==> src/verilog/dbra_map.vh <==
// Constants for the data bus and remote access timing block
// Function
// - Long-read select set: data memory reads take 4 T-states, read strobe half T later
// - After reset or long-read select cleared: data memory reads take 3 T-states
// - After read strobe rises, wait one T-state before driving the address/data bus
// - Ownership handover of both buses leaves them undriven for half a T-state
// - Soft load advances the instruction address two T-states later, in phase with data
// - Buffered remote reads of config, counter or code drop grant when strobe rises
// - After reset index registers and both bus output values are zero
// - Selecting instruction memory makes the next remote access hit the low byte
// - Select bits: 00 data, 01 instruction, 10 counter low, 11 counter high
// - Simultaneous data memory requests: local first, then the two alternate
// - Remote interface configuration register clears to zero at reset
`ifndef DBRA_MAP_VH
`define DBRA_MAP_VH
// ==================================================
// Register port offsets
`define DBRA_OFS_ACR        3'h0
`define DBRA_OFS_IDX0       3'h1
`define DBRA_OFS_IDX1       3'h2
`define DBRA_OFS_STAT       3'h3
`define DBRA_OFS_RIC        3'h4
// ==================================================
// Field positions and reset values
`define DBRA_ACR_LONG_RD    0
`define DBRA_ACR_RST        8'h00
`define DBRA_RIC_RST        8'h00
`define DBRA_IDX_RST        8'h00
`define DBRA_MS_DMEM        2'h0
`define DBRA_MS_IMEM        2'h1
`define DBRA_MS_PC_LO       2'h2
`define DBRA_MS_PC_HI       2'h3
// ==================================================
// Timing, in half T-states, and cycles per half T-state
`define DBRA_HALF_T_CYC     4'h1
`define DBRA_FAST_RD_HALVES 4'h6
`define DBRA_LONG_RD_HALVES 4'h8
`define DBRA_ALE_HALVES     4'h2
`define DBRA_IWR_HALVES     4'h2
`define DBRA_SOFTLD_HALVES  4'h4
`endif

==> src/verilog/dbra_core.v <==
// External bus timing, arbitration and remote access for data and instruction memory
`include "dbra_map.vh"
`default_nettype none
module dbra_core (
   input  wire        i_clk_sys,          // System clock, 25 MHz
   input  wire        i_nrst,             // Async reset, active low
   input  wire [2:0]  i_reg_addr,         // Register address
   input  wire [7:0]  i_reg_wdata,        // Register write data
   input  wire        i_reg_wr,           // Register write strobe
   input  wire        i_reg_rd,           // Register read strobe
   output reg  [7:0]  o_reg_rdata,        // Register read data, cycle after strobe
   input  wire        i_cpu_rd_req,       // Local data memory read request, held to done
   input  wire [15:0] i_cpu_addr,         // Local data memory address
   output reg  [7:0]  o_cpu_rd_data,      // Local read data
   output reg         o_cpu_rd_done,      // Local read done pulse
   output reg  [7:0]  o_a_out,            // Address bus, high byte
   output reg         o_a_oe,             // Address bus drive enable
   output reg  [7:0]  o_ad_out,           // Multiplexed address/data bus out
   output reg         o_ad_oe,            // Multiplexed bus drive enable
   input  wire [7:0]  i_ad_in,            // Multiplexed bus pins in
   output reg         o_ale,              // Address latch strobe
   output reg         o_read_n,           // Data memory read strobe, active low
   output wire        o_local_bus_grant,  // Local bus grant
   input  wire        i_remote_read_n,    // Remote read strobe, active low
   input  wire        i_remote_write_n,   // Remote write strobe, active low
   input  wire        i_remote_cfg_sel,   // Remote targets the configuration register
   input  wire [7:0]  i_remote_data,      // Remote data in
   output reg  [7:0]  o_remote_data,      // Remote data out
   output reg         o_remote_data_oe,   // Remote data drive enable
   output reg  [15:0] o_instr_addr,       // Instruction address bus (program counter)
   output reg  [15:0] o_instr_wdata,      // Instruction write data
   output reg         o_instr_write_n,    // Instruction write strobe, active low
   input  wire [15:0] i_instr_rdata       // Instruction memory read data
);
   // ==================================================
   // States
   localparam [5:0] ST_IDLE = 6'h01;
   localparam [5:0] ST_LRD  = 6'h02;
   localparam [5:0] ST_LGAP = 6'h04;
   localparam [5:0] ST_RGAP = 6'h08;
   localparam [5:0] ST_REM  = 6'h10;
   localparam [5:0] ST_HGAP = 6'h20;
   localparam [3:0] HC      = `DBRA_HALF_T_CYC;
   localparam [3:0] FAST_LAST = `DBRA_FAST_RD_HALVES * HC - 4'h1;
   localparam [3:0] LONG_LAST = `DBRA_LONG_RD_HALVES * HC - 4'h1;
   localparam [3:0] ALE_CYC   = `DBRA_ALE_HALVES * HC;
   localparam [3:0] IWR_CYC   = `DBRA_IWR_HALVES * HC;
   localparam [3:0] SL_CYC    = `DBRA_SOFTLD_HALVES * HC;

   // ==================================================
   // Pin synchronisers
   wire [18:0] sync_q;
   dbra_sync #(.W(19), .RST(1'b0)) u_sync (
      .i_clk_sys (i_clk_sys),
      .i_nrst    (i_nrst),
      .i_d       ({~i_remote_read_n, ~i_remote_write_n, i_remote_cfg_sel, i_remote_data, i_ad_in}),
      .o_q       (sync_q)
   );
   wire       rrd_s  = sync_q[18];
   wire       rwr_s  = sync_q[17];
   wire       cfg_s  = sync_q[16];
   wire [7:0] rdat_s = sync_q[15:8];
   wire [7:0] ad_s   = sync_q[7:0];

   // ==================================================
   // Registers
   reg [5:0]  state_ff;
   reg [5:0]  nxt_state;
   reg [3:0]  ph_ff;
   reg [3:0]  nxt_ph;
   reg        long_ff;
   reg        last_rem_ff;
   reg [7:0]  acr_ff;
   reg [7:0]  idx0_ff;
   reg [7:0]  idx1_ff;
   reg [7:0]  ric_ff;
   reg        rrd_d_ff;
   reg        rwr_d_ff;
   reg        buf_rd_ff;
   reg        byte_hi_ff;
   reg [7:0]  wlo_ff;
   reg [3:0]  iwr_cnt_ff;
   reg [3:0]  sl_cnt_ff;

   wire [1:0] ms        = ric_ff[1:0];
   wire       rem_dm_req = (rrd_s | rwr_s) & ~cfg_s & (ms == `DBRA_MS_DMEM);
   wire       long_sel  = (state_ff == ST_IDLE) ? acr_ff[`DBRA_ACR_LONG_RD] : long_ff;
   wire [3:0] rd_last   = long_sel ? LONG_LAST : FAST_LAST;
   wire [3:0] rd_fall   = long_sel ? ALE_CYC + HC : ALE_CYC;
   wire       rrd_fall  = rrd_s & ~rrd_d_ff;
   wire       rrd_rise  = ~rrd_s & rrd_d_ff;
   wire       rwr_rise  = ~rwr_s & rwr_d_ff;
   wire       buf_sel   = cfg_s | (ms != `DBRA_MS_DMEM);

   // Grant drops at once when a buffered read strobe ends
   assign o_local_bus_grant = o_a_oe & ~(buf_rd_ff & ~rrd_s);

   // ==================================================
   // Bus ownership and local read sequencer
   always @* begin
      nxt_state = state_ff;
      nxt_ph    = ph_ff;
      case (state_ff)
         ST_IDLE: begin
            if (i_cpu_rd_req && (!rem_dm_req || last_rem_ff)) begin
               nxt_state = ST_LRD;
               nxt_ph    = 4'h0;
            end else if (rem_dm_req) begin
               nxt_state = ST_RGAP;
            end
         end
         ST_LRD: begin
            if (ph_ff == rd_last) begin
               nxt_state = ST_LGAP;
            end else begin
               nxt_ph = ph_ff + 4'h1;
            end
         end
         ST_LGAP: nxt_state = ST_IDLE;
         ST_RGAP: nxt_state = ST_REM;
         ST_REM: begin
            if (!rem_dm_req) begin
               nxt_state = ST_HGAP;
            end
         end
         ST_HGAP: nxt_state = ST_IDLE;
         default: nxt_state = ST_IDLE;
      endcase
   end

   always @(posedge i_clk_sys or negedge i_nrst) begin
      if (!i_nrst) begin
         state_ff      <= ST_IDLE;
         ph_ff         <= 4'h0;
         long_ff       <= 1'b0;
         last_rem_ff   <= 1'b1;
         o_a_out       <= 8'h00;
         o_ad_out      <= 8'h00;
         o_a_oe        <= 1'b1;
         o_ad_oe       <= 1'b0;
         o_ale         <= 1'b0;
         o_read_n      <= 1'b1;
         o_cpu_rd_data <= 8'h00;
         o_cpu_rd_done <= 1'b0;
      end else begin
         state_ff      <= nxt_state;
         ph_ff         <= nxt_ph;
         o_cpu_rd_done <= 1'b0;
         if (state_ff == ST_IDLE && nxt_state == ST_LRD) begin
            long_ff  <= acr_ff[`DBRA_ACR_LONG_RD];
            o_a_out  <= i_cpu_addr[15:8];
            o_ad_out <= i_cpu_addr[7:0];
         end
         if (state_ff == ST_LRD && nxt_state == ST_LGAP) begin
            o_cpu_rd_data <= ad_s;
            o_cpu_rd_done <= 1'b1;
            last_rem_ff   <= 1'b0;
         end
         if (state_ff == ST_REM && nxt_state == ST_HGAP) begin
            last_rem_ff <= 1'b1;
         end
         o_ale    <= (nxt_state == ST_LRD) && (nxt_ph < ALE_CYC);
         o_ad_oe  <= (nxt_state == ST_LRD) && (nxt_ph < ALE_CYC);
         o_read_n <= ~((nxt_state == ST_LRD) && (nxt_ph >= rd_fall));
         o_a_oe   <= (nxt_state == ST_IDLE) || (nxt_state == ST_LRD) || (nxt_state == ST_LGAP);
      end
   end

   // ==================================================
   // Remote buffered access to configuration, counter and code
   always @(posedge i_clk_sys or negedge i_nrst) begin
      if (!i_nrst) begin
         ric_ff           <= `DBRA_RIC_RST;
         rrd_d_ff         <= 1'b0;
         rwr_d_ff         <= 1'b0;
         buf_rd_ff        <= 1'b0;
         byte_hi_ff       <= 1'b0;
         wlo_ff           <= 8'h00;
         iwr_cnt_ff       <= 4'h0;
         sl_cnt_ff        <= 4'h0;
         o_remote_data    <= 8'h00;
         o_remote_data_oe <= 1'b0;
         o_instr_addr     <= 16'h0000;
         o_instr_wdata    <= 16'h0000;
         o_instr_write_n  <= 1'b1;
      end else begin
         rrd_d_ff <= rrd_s;
         rwr_d_ff <= rwr_s;
         if (iwr_cnt_ff != 4'h0) begin
            iwr_cnt_ff <= iwr_cnt_ff - 4'h1;
         end
         o_instr_write_n <= ~(iwr_cnt_ff > 4'h1);
         if (sl_cnt_ff != 4'h0) begin
            sl_cnt_ff <= sl_cnt_ff - 4'h1;
            if (sl_cnt_ff == 4'h1) begin
               o_instr_addr <= o_instr_addr + 16'h0001;
            end
         end
         if (rrd_fall && buf_sel) begin
            buf_rd_ff        <= 1'b1;
            o_remote_data_oe <= 1'b1;
            if (cfg_s) begin
               o_remote_data <= ric_ff;
            end else begin
               case (ms)
                  `DBRA_MS_IMEM:  o_remote_data <= byte_hi_ff ? i_instr_rdata[15:8] : i_instr_rdata[7:0];
                  `DBRA_MS_PC_LO: o_remote_data <= o_instr_addr[7:0];
                  `DBRA_MS_PC_HI: o_remote_data <= o_instr_addr[15:8];
                  default:        o_remote_data <= 8'h00;
               endcase
            end
         end
         if (rrd_rise && buf_rd_ff) begin
            buf_rd_ff        <= 1'b0;
            o_remote_data_oe <= 1'b0;
            if (!cfg_s && ms == `DBRA_MS_IMEM) begin
               byte_hi_ff <= ~byte_hi_ff;
               if (byte_hi_ff) begin
                  o_instr_addr <= o_instr_addr + 16'h0001;
               end
            end
         end
         if (rwr_rise) begin
            if (cfg_s) begin
               ric_ff <= rdat_s;
               if (rdat_s[1:0] == `DBRA_MS_IMEM) begin
                  byte_hi_ff <= 1'b0;
               end
            end else begin
               case (ms)
                  `DBRA_MS_IMEM: begin
                     if (!byte_hi_ff) begin
                        wlo_ff     <= rdat_s;
                        byte_hi_ff <= 1'b1;
                     end else begin
                        o_instr_wdata <= {rdat_s, wlo_ff};
                        byte_hi_ff    <= 1'b0;
                        iwr_cnt_ff    <= IWR_CYC + 4'h1;
                        sl_cnt_ff     <= SL_CYC;
                     end
                  end
                  `DBRA_MS_PC_LO: o_instr_addr[7:0]  <= rdat_s;
                  `DBRA_MS_PC_HI: o_instr_addr[15:8] <= rdat_s;
                  default: ;
               endcase
            end
         end
      end
   end

   // ==================================================
   // Software register port
   always @(posedge i_clk_sys or negedge i_nrst) begin
      if (!i_nrst) begin
         acr_ff      <= `DBRA_ACR_RST;
         idx0_ff     <= `DBRA_IDX_RST;
         idx1_ff     <= `DBRA_IDX_RST;
         o_reg_rdata <= 8'h00;
      end else begin
         if (i_reg_wr) begin
            case (i_reg_addr)
               `DBRA_OFS_ACR:  acr_ff  <= {7'h00, i_reg_wdata[`DBRA_ACR_LONG_RD]};
               `DBRA_OFS_IDX0: idx0_ff <= i_reg_wdata;
               `DBRA_OFS_IDX1: idx1_ff <= i_reg_wdata;
               default: ;
            endcase
         end
         o_reg_rdata <= 8'h00;
         if (i_reg_rd) begin
            case (i_reg_addr)
               `DBRA_OFS_ACR:  o_reg_rdata <= acr_ff;
               `DBRA_OFS_IDX0: o_reg_rdata <= idx0_ff;
               `DBRA_OFS_IDX1: o_reg_rdata <= idx1_ff;
               `DBRA_OFS_STAT: o_reg_rdata <= {2'h0, buf_rd_ff, byte_hi_ff, last_rem_ff,
                                               ~o_a_oe, state_ff == ST_LRD, state_ff == ST_IDLE};
               `DBRA_OFS_RIC:  o_reg_rdata <= ric_ff;
               default:        o_reg_rdata <= 8'h00;
            endcase
         end
      end
   end
endmodule // dbra_core
`default_nettype wire

==> src/verilog/dbra_sync.v <==
// Two-stage synchroniser for pin inputs, one chain per bit
`default_nettype none
module dbra_sync #(
   parameter W   = 1,
   parameter RST = 1'b0
) (
   input  wire         i_clk_sys,  // System clock
   input  wire         i_nrst,     // Async reset, active low
   input  wire [W-1:0] i_d,        // Asynchronous inputs
   output wire [W-1:0] o_q         // Synchronised outputs
);
   genvar g;
   generate
      for (g = 0; g < W; g = g + 1) begin : g_bit
         reg s1_ff;
         reg s2_ff;
         always @(posedge i_clk_sys or negedge i_nrst) begin
            if (!i_nrst) begin
               s1_ff <= RST;
               s2_ff <= RST;
            end else begin
               s1_ff <= i_d[g];
               s2_ff <= s1_ff;
            end
         end
         assign o_q[g] = s2_ff;
      end
   endgenerate
endmodule // dbra_sync
`default_nettype wire
==> config.mk <==
export PLATFORM = sky130hd
export DESIGN_NAME = dbra_core
export DESIGN_NICKNAME = d
export VERILOG_FILES = /design/src/verilog/dbra_core.v /design/src/verilog/dbra_sync.v
export VERILOG_INCLUDE_DIRS = /design/src /design/src/verilog
export SDC_FILE = /design/constraint.sdc
export NUM_CORES = 1
export LEC_CHECK = 0
export ABC_AREA = 1
export BUFFER_PORTS_ARGS = -buffer_cell sky130_fd_sc_hd__buf_2
export CAP_MARGIN = 10
export CORE_ASPECT_RATIO = 1.1
export CORE_MARGIN = 3
export CORE_UTILIZATION = 25
export DETAILED_ROUTE_END_ITERATION = 7
export HOLD_SLACK_MARGIN = 0.06
export PLACE_DENSITY = 0.53
export SLEW_MARGIN = 25
export SYNTH_ARGS = -nofsm -noshare
export SYNTH_HDL_FRONTEND = slang
export SYNTH_HIERARCHICAL = 1
export SYNTH_SLANG_ARGS = --single-unit
==> constraint.sdc <==
create_clock -name i_clk_sys -period 3.4 [get_ports i_clk_sys]
set_clock_uncertainty 0.15 [all_clocks]
set_input_delay 0.34 -clock i_clk_sys [delete_from_list [all_inputs] [get_ports i_clk_sys]]
set_output_delay 0.34 -clock i_clk_sys [all_outputs]
set_load 0.05 [all_outputs]
==> results.json <==
{
  "outcome": "finished, final reports clean",
  "cts_max_level": 4,
  "swShare": 0.412,
  "rsz0062_at_grt": "false",
  "r2r_end": "o_read_n$_DFF_PN1_",
  "antenna_cells": 0,
  "dr.pass1.iters": 5,
  "crit_end": "o_read_n$_DFF_PN1_",
  "setup_viol": 0,
  "place_area_mm2": 0.00835,
  "pwr-share-clk": 0.262,
  "grt-ovfl-total": 0,
  "finalCritPeriodShare": 0.689,
  "areaGrowthSynthToFinish_pct": 28.5,
  "grt_antenna_before_repair": 0,
  "power.switching_mw": 3.25,
  "cp-end-kind": "flip-flop",
  "path_clk_slew_ns": 0.07,
  "layout-drive-gt1-share": 0.256,
  "io_pins": 147,
  "r2r_slack_ns": 1.06,
  "die_width_um": 169,
  "fin_area_mm2": 0.00943,
  "worst_slew_pin_slew_ns": 0.666,
  "io_buffers": 146,
  "grt_pass1_wl_um": 31400,
  "syn_area_mm2": 0.00734,
  "critical_path_arrival_ns": 2.56,
  "synthesis.nets": 819,
  "combinationalPowerShare": 0.365,
  "rows": 65,
  "final-hold-violation-count": 0,
  "drtIter0Drc": 535,
  "cts.sinks": 172,
  "viasPerCell": 4.36,
  "dp.final_hpwl_um": 14300,
  "worstSkewPairLatency_ns": 0.42,
  "sequentialPowerShare": 0.373,
  "period_minus_slack_ns": 2.34,
  "start_util": 0.255,
  "fin_util": 0.328,
  "grt_max_degree": 63,
  "peakVddDrop_uv": 363,
  "power_density_mw_per_mm2": 837,
  "critPathMaxFanout": 13,
  "synth_area_leaders": "dfrtp_1 (57%), nand2_1 (8.5%), o21ai_0 (4.6%), inv_1 (3.7%), nor2_1 (2.5%)",
  "cts_root_buf": "clkbuf_16",
  "ant_nets": 0,
  "drt-total-wl_um": 19800,
  "grt_use_total": 0.129,
  "numCtsBuffers": 17,
  "slew_violations": 0,
  "r2r-start": "u_sync/g_bit[16].s2_ff$_DFF_PN0_",
  "worst_ep_required_time_ns": 3.61,
  "vias": 5699,
  "syn_area_per_cell_um2": 9.88,
  "synth_top_cell_by_area": "dfrtp_1",
  "setup_tns_ns": 0,
  "synthDistinctLibCells": 46,
  "fmax_mhz": 427,
  "crit_path_start_kind": "flip-flop",
  "nets": 1001,
  "hold_class": "input port to flip-flop",
  "critPathKind": "flip-flop to flip-flop",
  "internal-power_mw": 4.64,
  "grt_pass1_vias": 5620,
  "ys_seq_elements": 172,
  "final_cell_mix": "nand2_1 (167), dfrtp_1 (167), buf_2 (145)",
  "synth_top_area_share": 0.569,
  "relSlewSlack": 0.553,
  "yosysSeqAreaShare": 0.587,
  "gp_congestion": 0.847,
  "crit_start": "u_sync/g_bit[16].s2_ff$_DFF_PN0_",
  "syn_inst": 743,
  "drc": 0,
  "clockBufferDepth": 2,
  "die_area_mm2": 0.0315,
  "wl_per_cell_um": 15.1,
  "core_mm2": 0.0288,
  "leakagePower_nw": 4.70,
  "die_h_um": 186,
  "ys_warn_count": 6,
  "cts_tree": "built",
  "worstRegToRegCells": 16,
  "maxCapViolCount": 0
}
flip-flops by register name, indices dropped and copies added, names as in the netlist, 4 cells and up:
register            flops
sl_cnt_ff               4
state_ff                6
o_reg_rdata             8
o_ad_out                8
ric_ff                  8
ph_ff                   4
iwr_cnt_ff              4
u_sync/g_bit.s2_ff     19
o_instr_addr           16
o_instr_wdata          16
idx0_ff                 8
idx1_ff                 8
u_sync/g_bit.s1_ff     19
wlo_ff                  8
o_remote_data           8
o_a_out                 8
o_cpu_rd_data           8
final cells by class:
type | count | area, um^2
Fill cell | 3029 | 19400
Tap cell | 368 | 460
Clock inverter | 9 | 135
Clock buffer | 23 | 488
Sequential cell | 172 | 4310
Multi-Input combinational cell | 454 | 2480
Inverter | 83 | 312
Timing Repair Buffer | 197 | 1250
worst max-delay path: stages, from the launching register on:
cell     delay, ns
dfrtp_1       0.54
nor3_4        0.30
nand3_1       0.13
nand2_2       0.10
nand2_1       0.07
nand2_1       0.14
inv_1         0.08
nand2_1       0.05
o21ai_0       0.07
nand2_1       0.08
inv_1         0.05
ha_1          0.28
inv_1         0.05
nand2_1       0.04
nand2_1       0.05
nand2_1       0.04
nand2_1       0.06
stage by stage:
stage | hold WS (ns) | setup WS, ns | power, mW | cells
after global placement | 0.182 | 1.08 | 5.82 | 1228
final | 0.101 | 1.06 | 7.89 | 1306
after detailed placement | 0.185 | 1.06 | 5.84 | 1228
after floorplan | -0.106 | 1.04 | 5.10 | 743
after CTS | 0.0909 | 1.04 | 7.99 | 1306
after global routing | 0.126 | 0.692 | 8.38 | 1306
power by group through the flow:
stage               clock network (mW)  logic (mW)  registers, mW
global route                      2.22        3.14           3.02
CTS                               2.13        2.91           2.95
detailed placement                   0        2.86           2.98
finish                            2.07        2.88           2.94
floorplan                            0        1.22           3.88
global placement                     0        2.85           2.97
worst min path at each step:
stage | from | endpoint | slack (ns) | cells after the start
finish | i_cpu_rd_req | state_ff[3]$_DFF_PN0_ | 0.10 | 4
global route | i_cpu_rd_req | state_ff[3]$_DFF_PN0_ | 0.13 | 4
CTS | i_cpu_rd_req | state_ff[3]$_DFF_PN0_ | 0.09 | 4
detailed placement | u_sync/g_bit[13].s1_ff$_DFF_PN0_ | u_sync/g_bit[13].s2_ff$_DFF_PN0_ | 0.18 | 0
global placement | u_sync/g_bit[15].s1_ff$_DFF_PN0_ | u_sync/g_bit[15].s2_ff$_DFF_PN0_ | 0.18 | 0
floorplan | i_nrst | acr_ff[0]$_DFFE_PN0P_ | -0.11 | 0
cell families after synthesis:
logic type	share of synthesized area
and+or+nand+nor	0.181
DFF	0.587
AOI/OAI and AO/OA	0.104
buffers and inverters	0.0753
muxes	0.0286
adders and majority gates	0.0153
xor gates and xnor gates	0.00835
cell usage after synthesis, drive strengths merged:
master / count
nor3: 13
nand2: 176
o22ai: 10
nand3: 33
a21boi: 1
nor2: 57
nand4: 10
a41oi: 1
a22oi: 1
o21ai: 71
o211ai: 1
a21oi: 27
nand3b: 3
xor2: 2
clkinv: 2
a221o: 6
a211oi: 2
a221oi: 6
dfstp: 5
clkbuf: 4
o31ai: 1
o2111ai: 2
nor4: 1
ha: 9
dfrtp: 167
mux2: 16
xnor2: 5
inv: 81
buf: 30
metal layers:
layer / GRT usage / vias up / part of all wire
li1: - / 2791 / -
met1: 0.181 / 2716 / 0.47
met2: 0.196 / 172 / 0.45
met3: 0.0272 / 20 / 0.055
met4: 0.0504 / 0 / 0.022
met5: 0 / - / 0
repair_timing:
| item | in CTS | in global routing |
|---|---|---|
| hold buffers | 46 | 0 |
| setup endpoints to repair | 0 | 0 |
| endpoints found under the hold margin | 109 | 0 |
| resized for setup | 0 | 0 |
| setup buffers | 0 | 0 |
(Power assumes the default switching activity.)
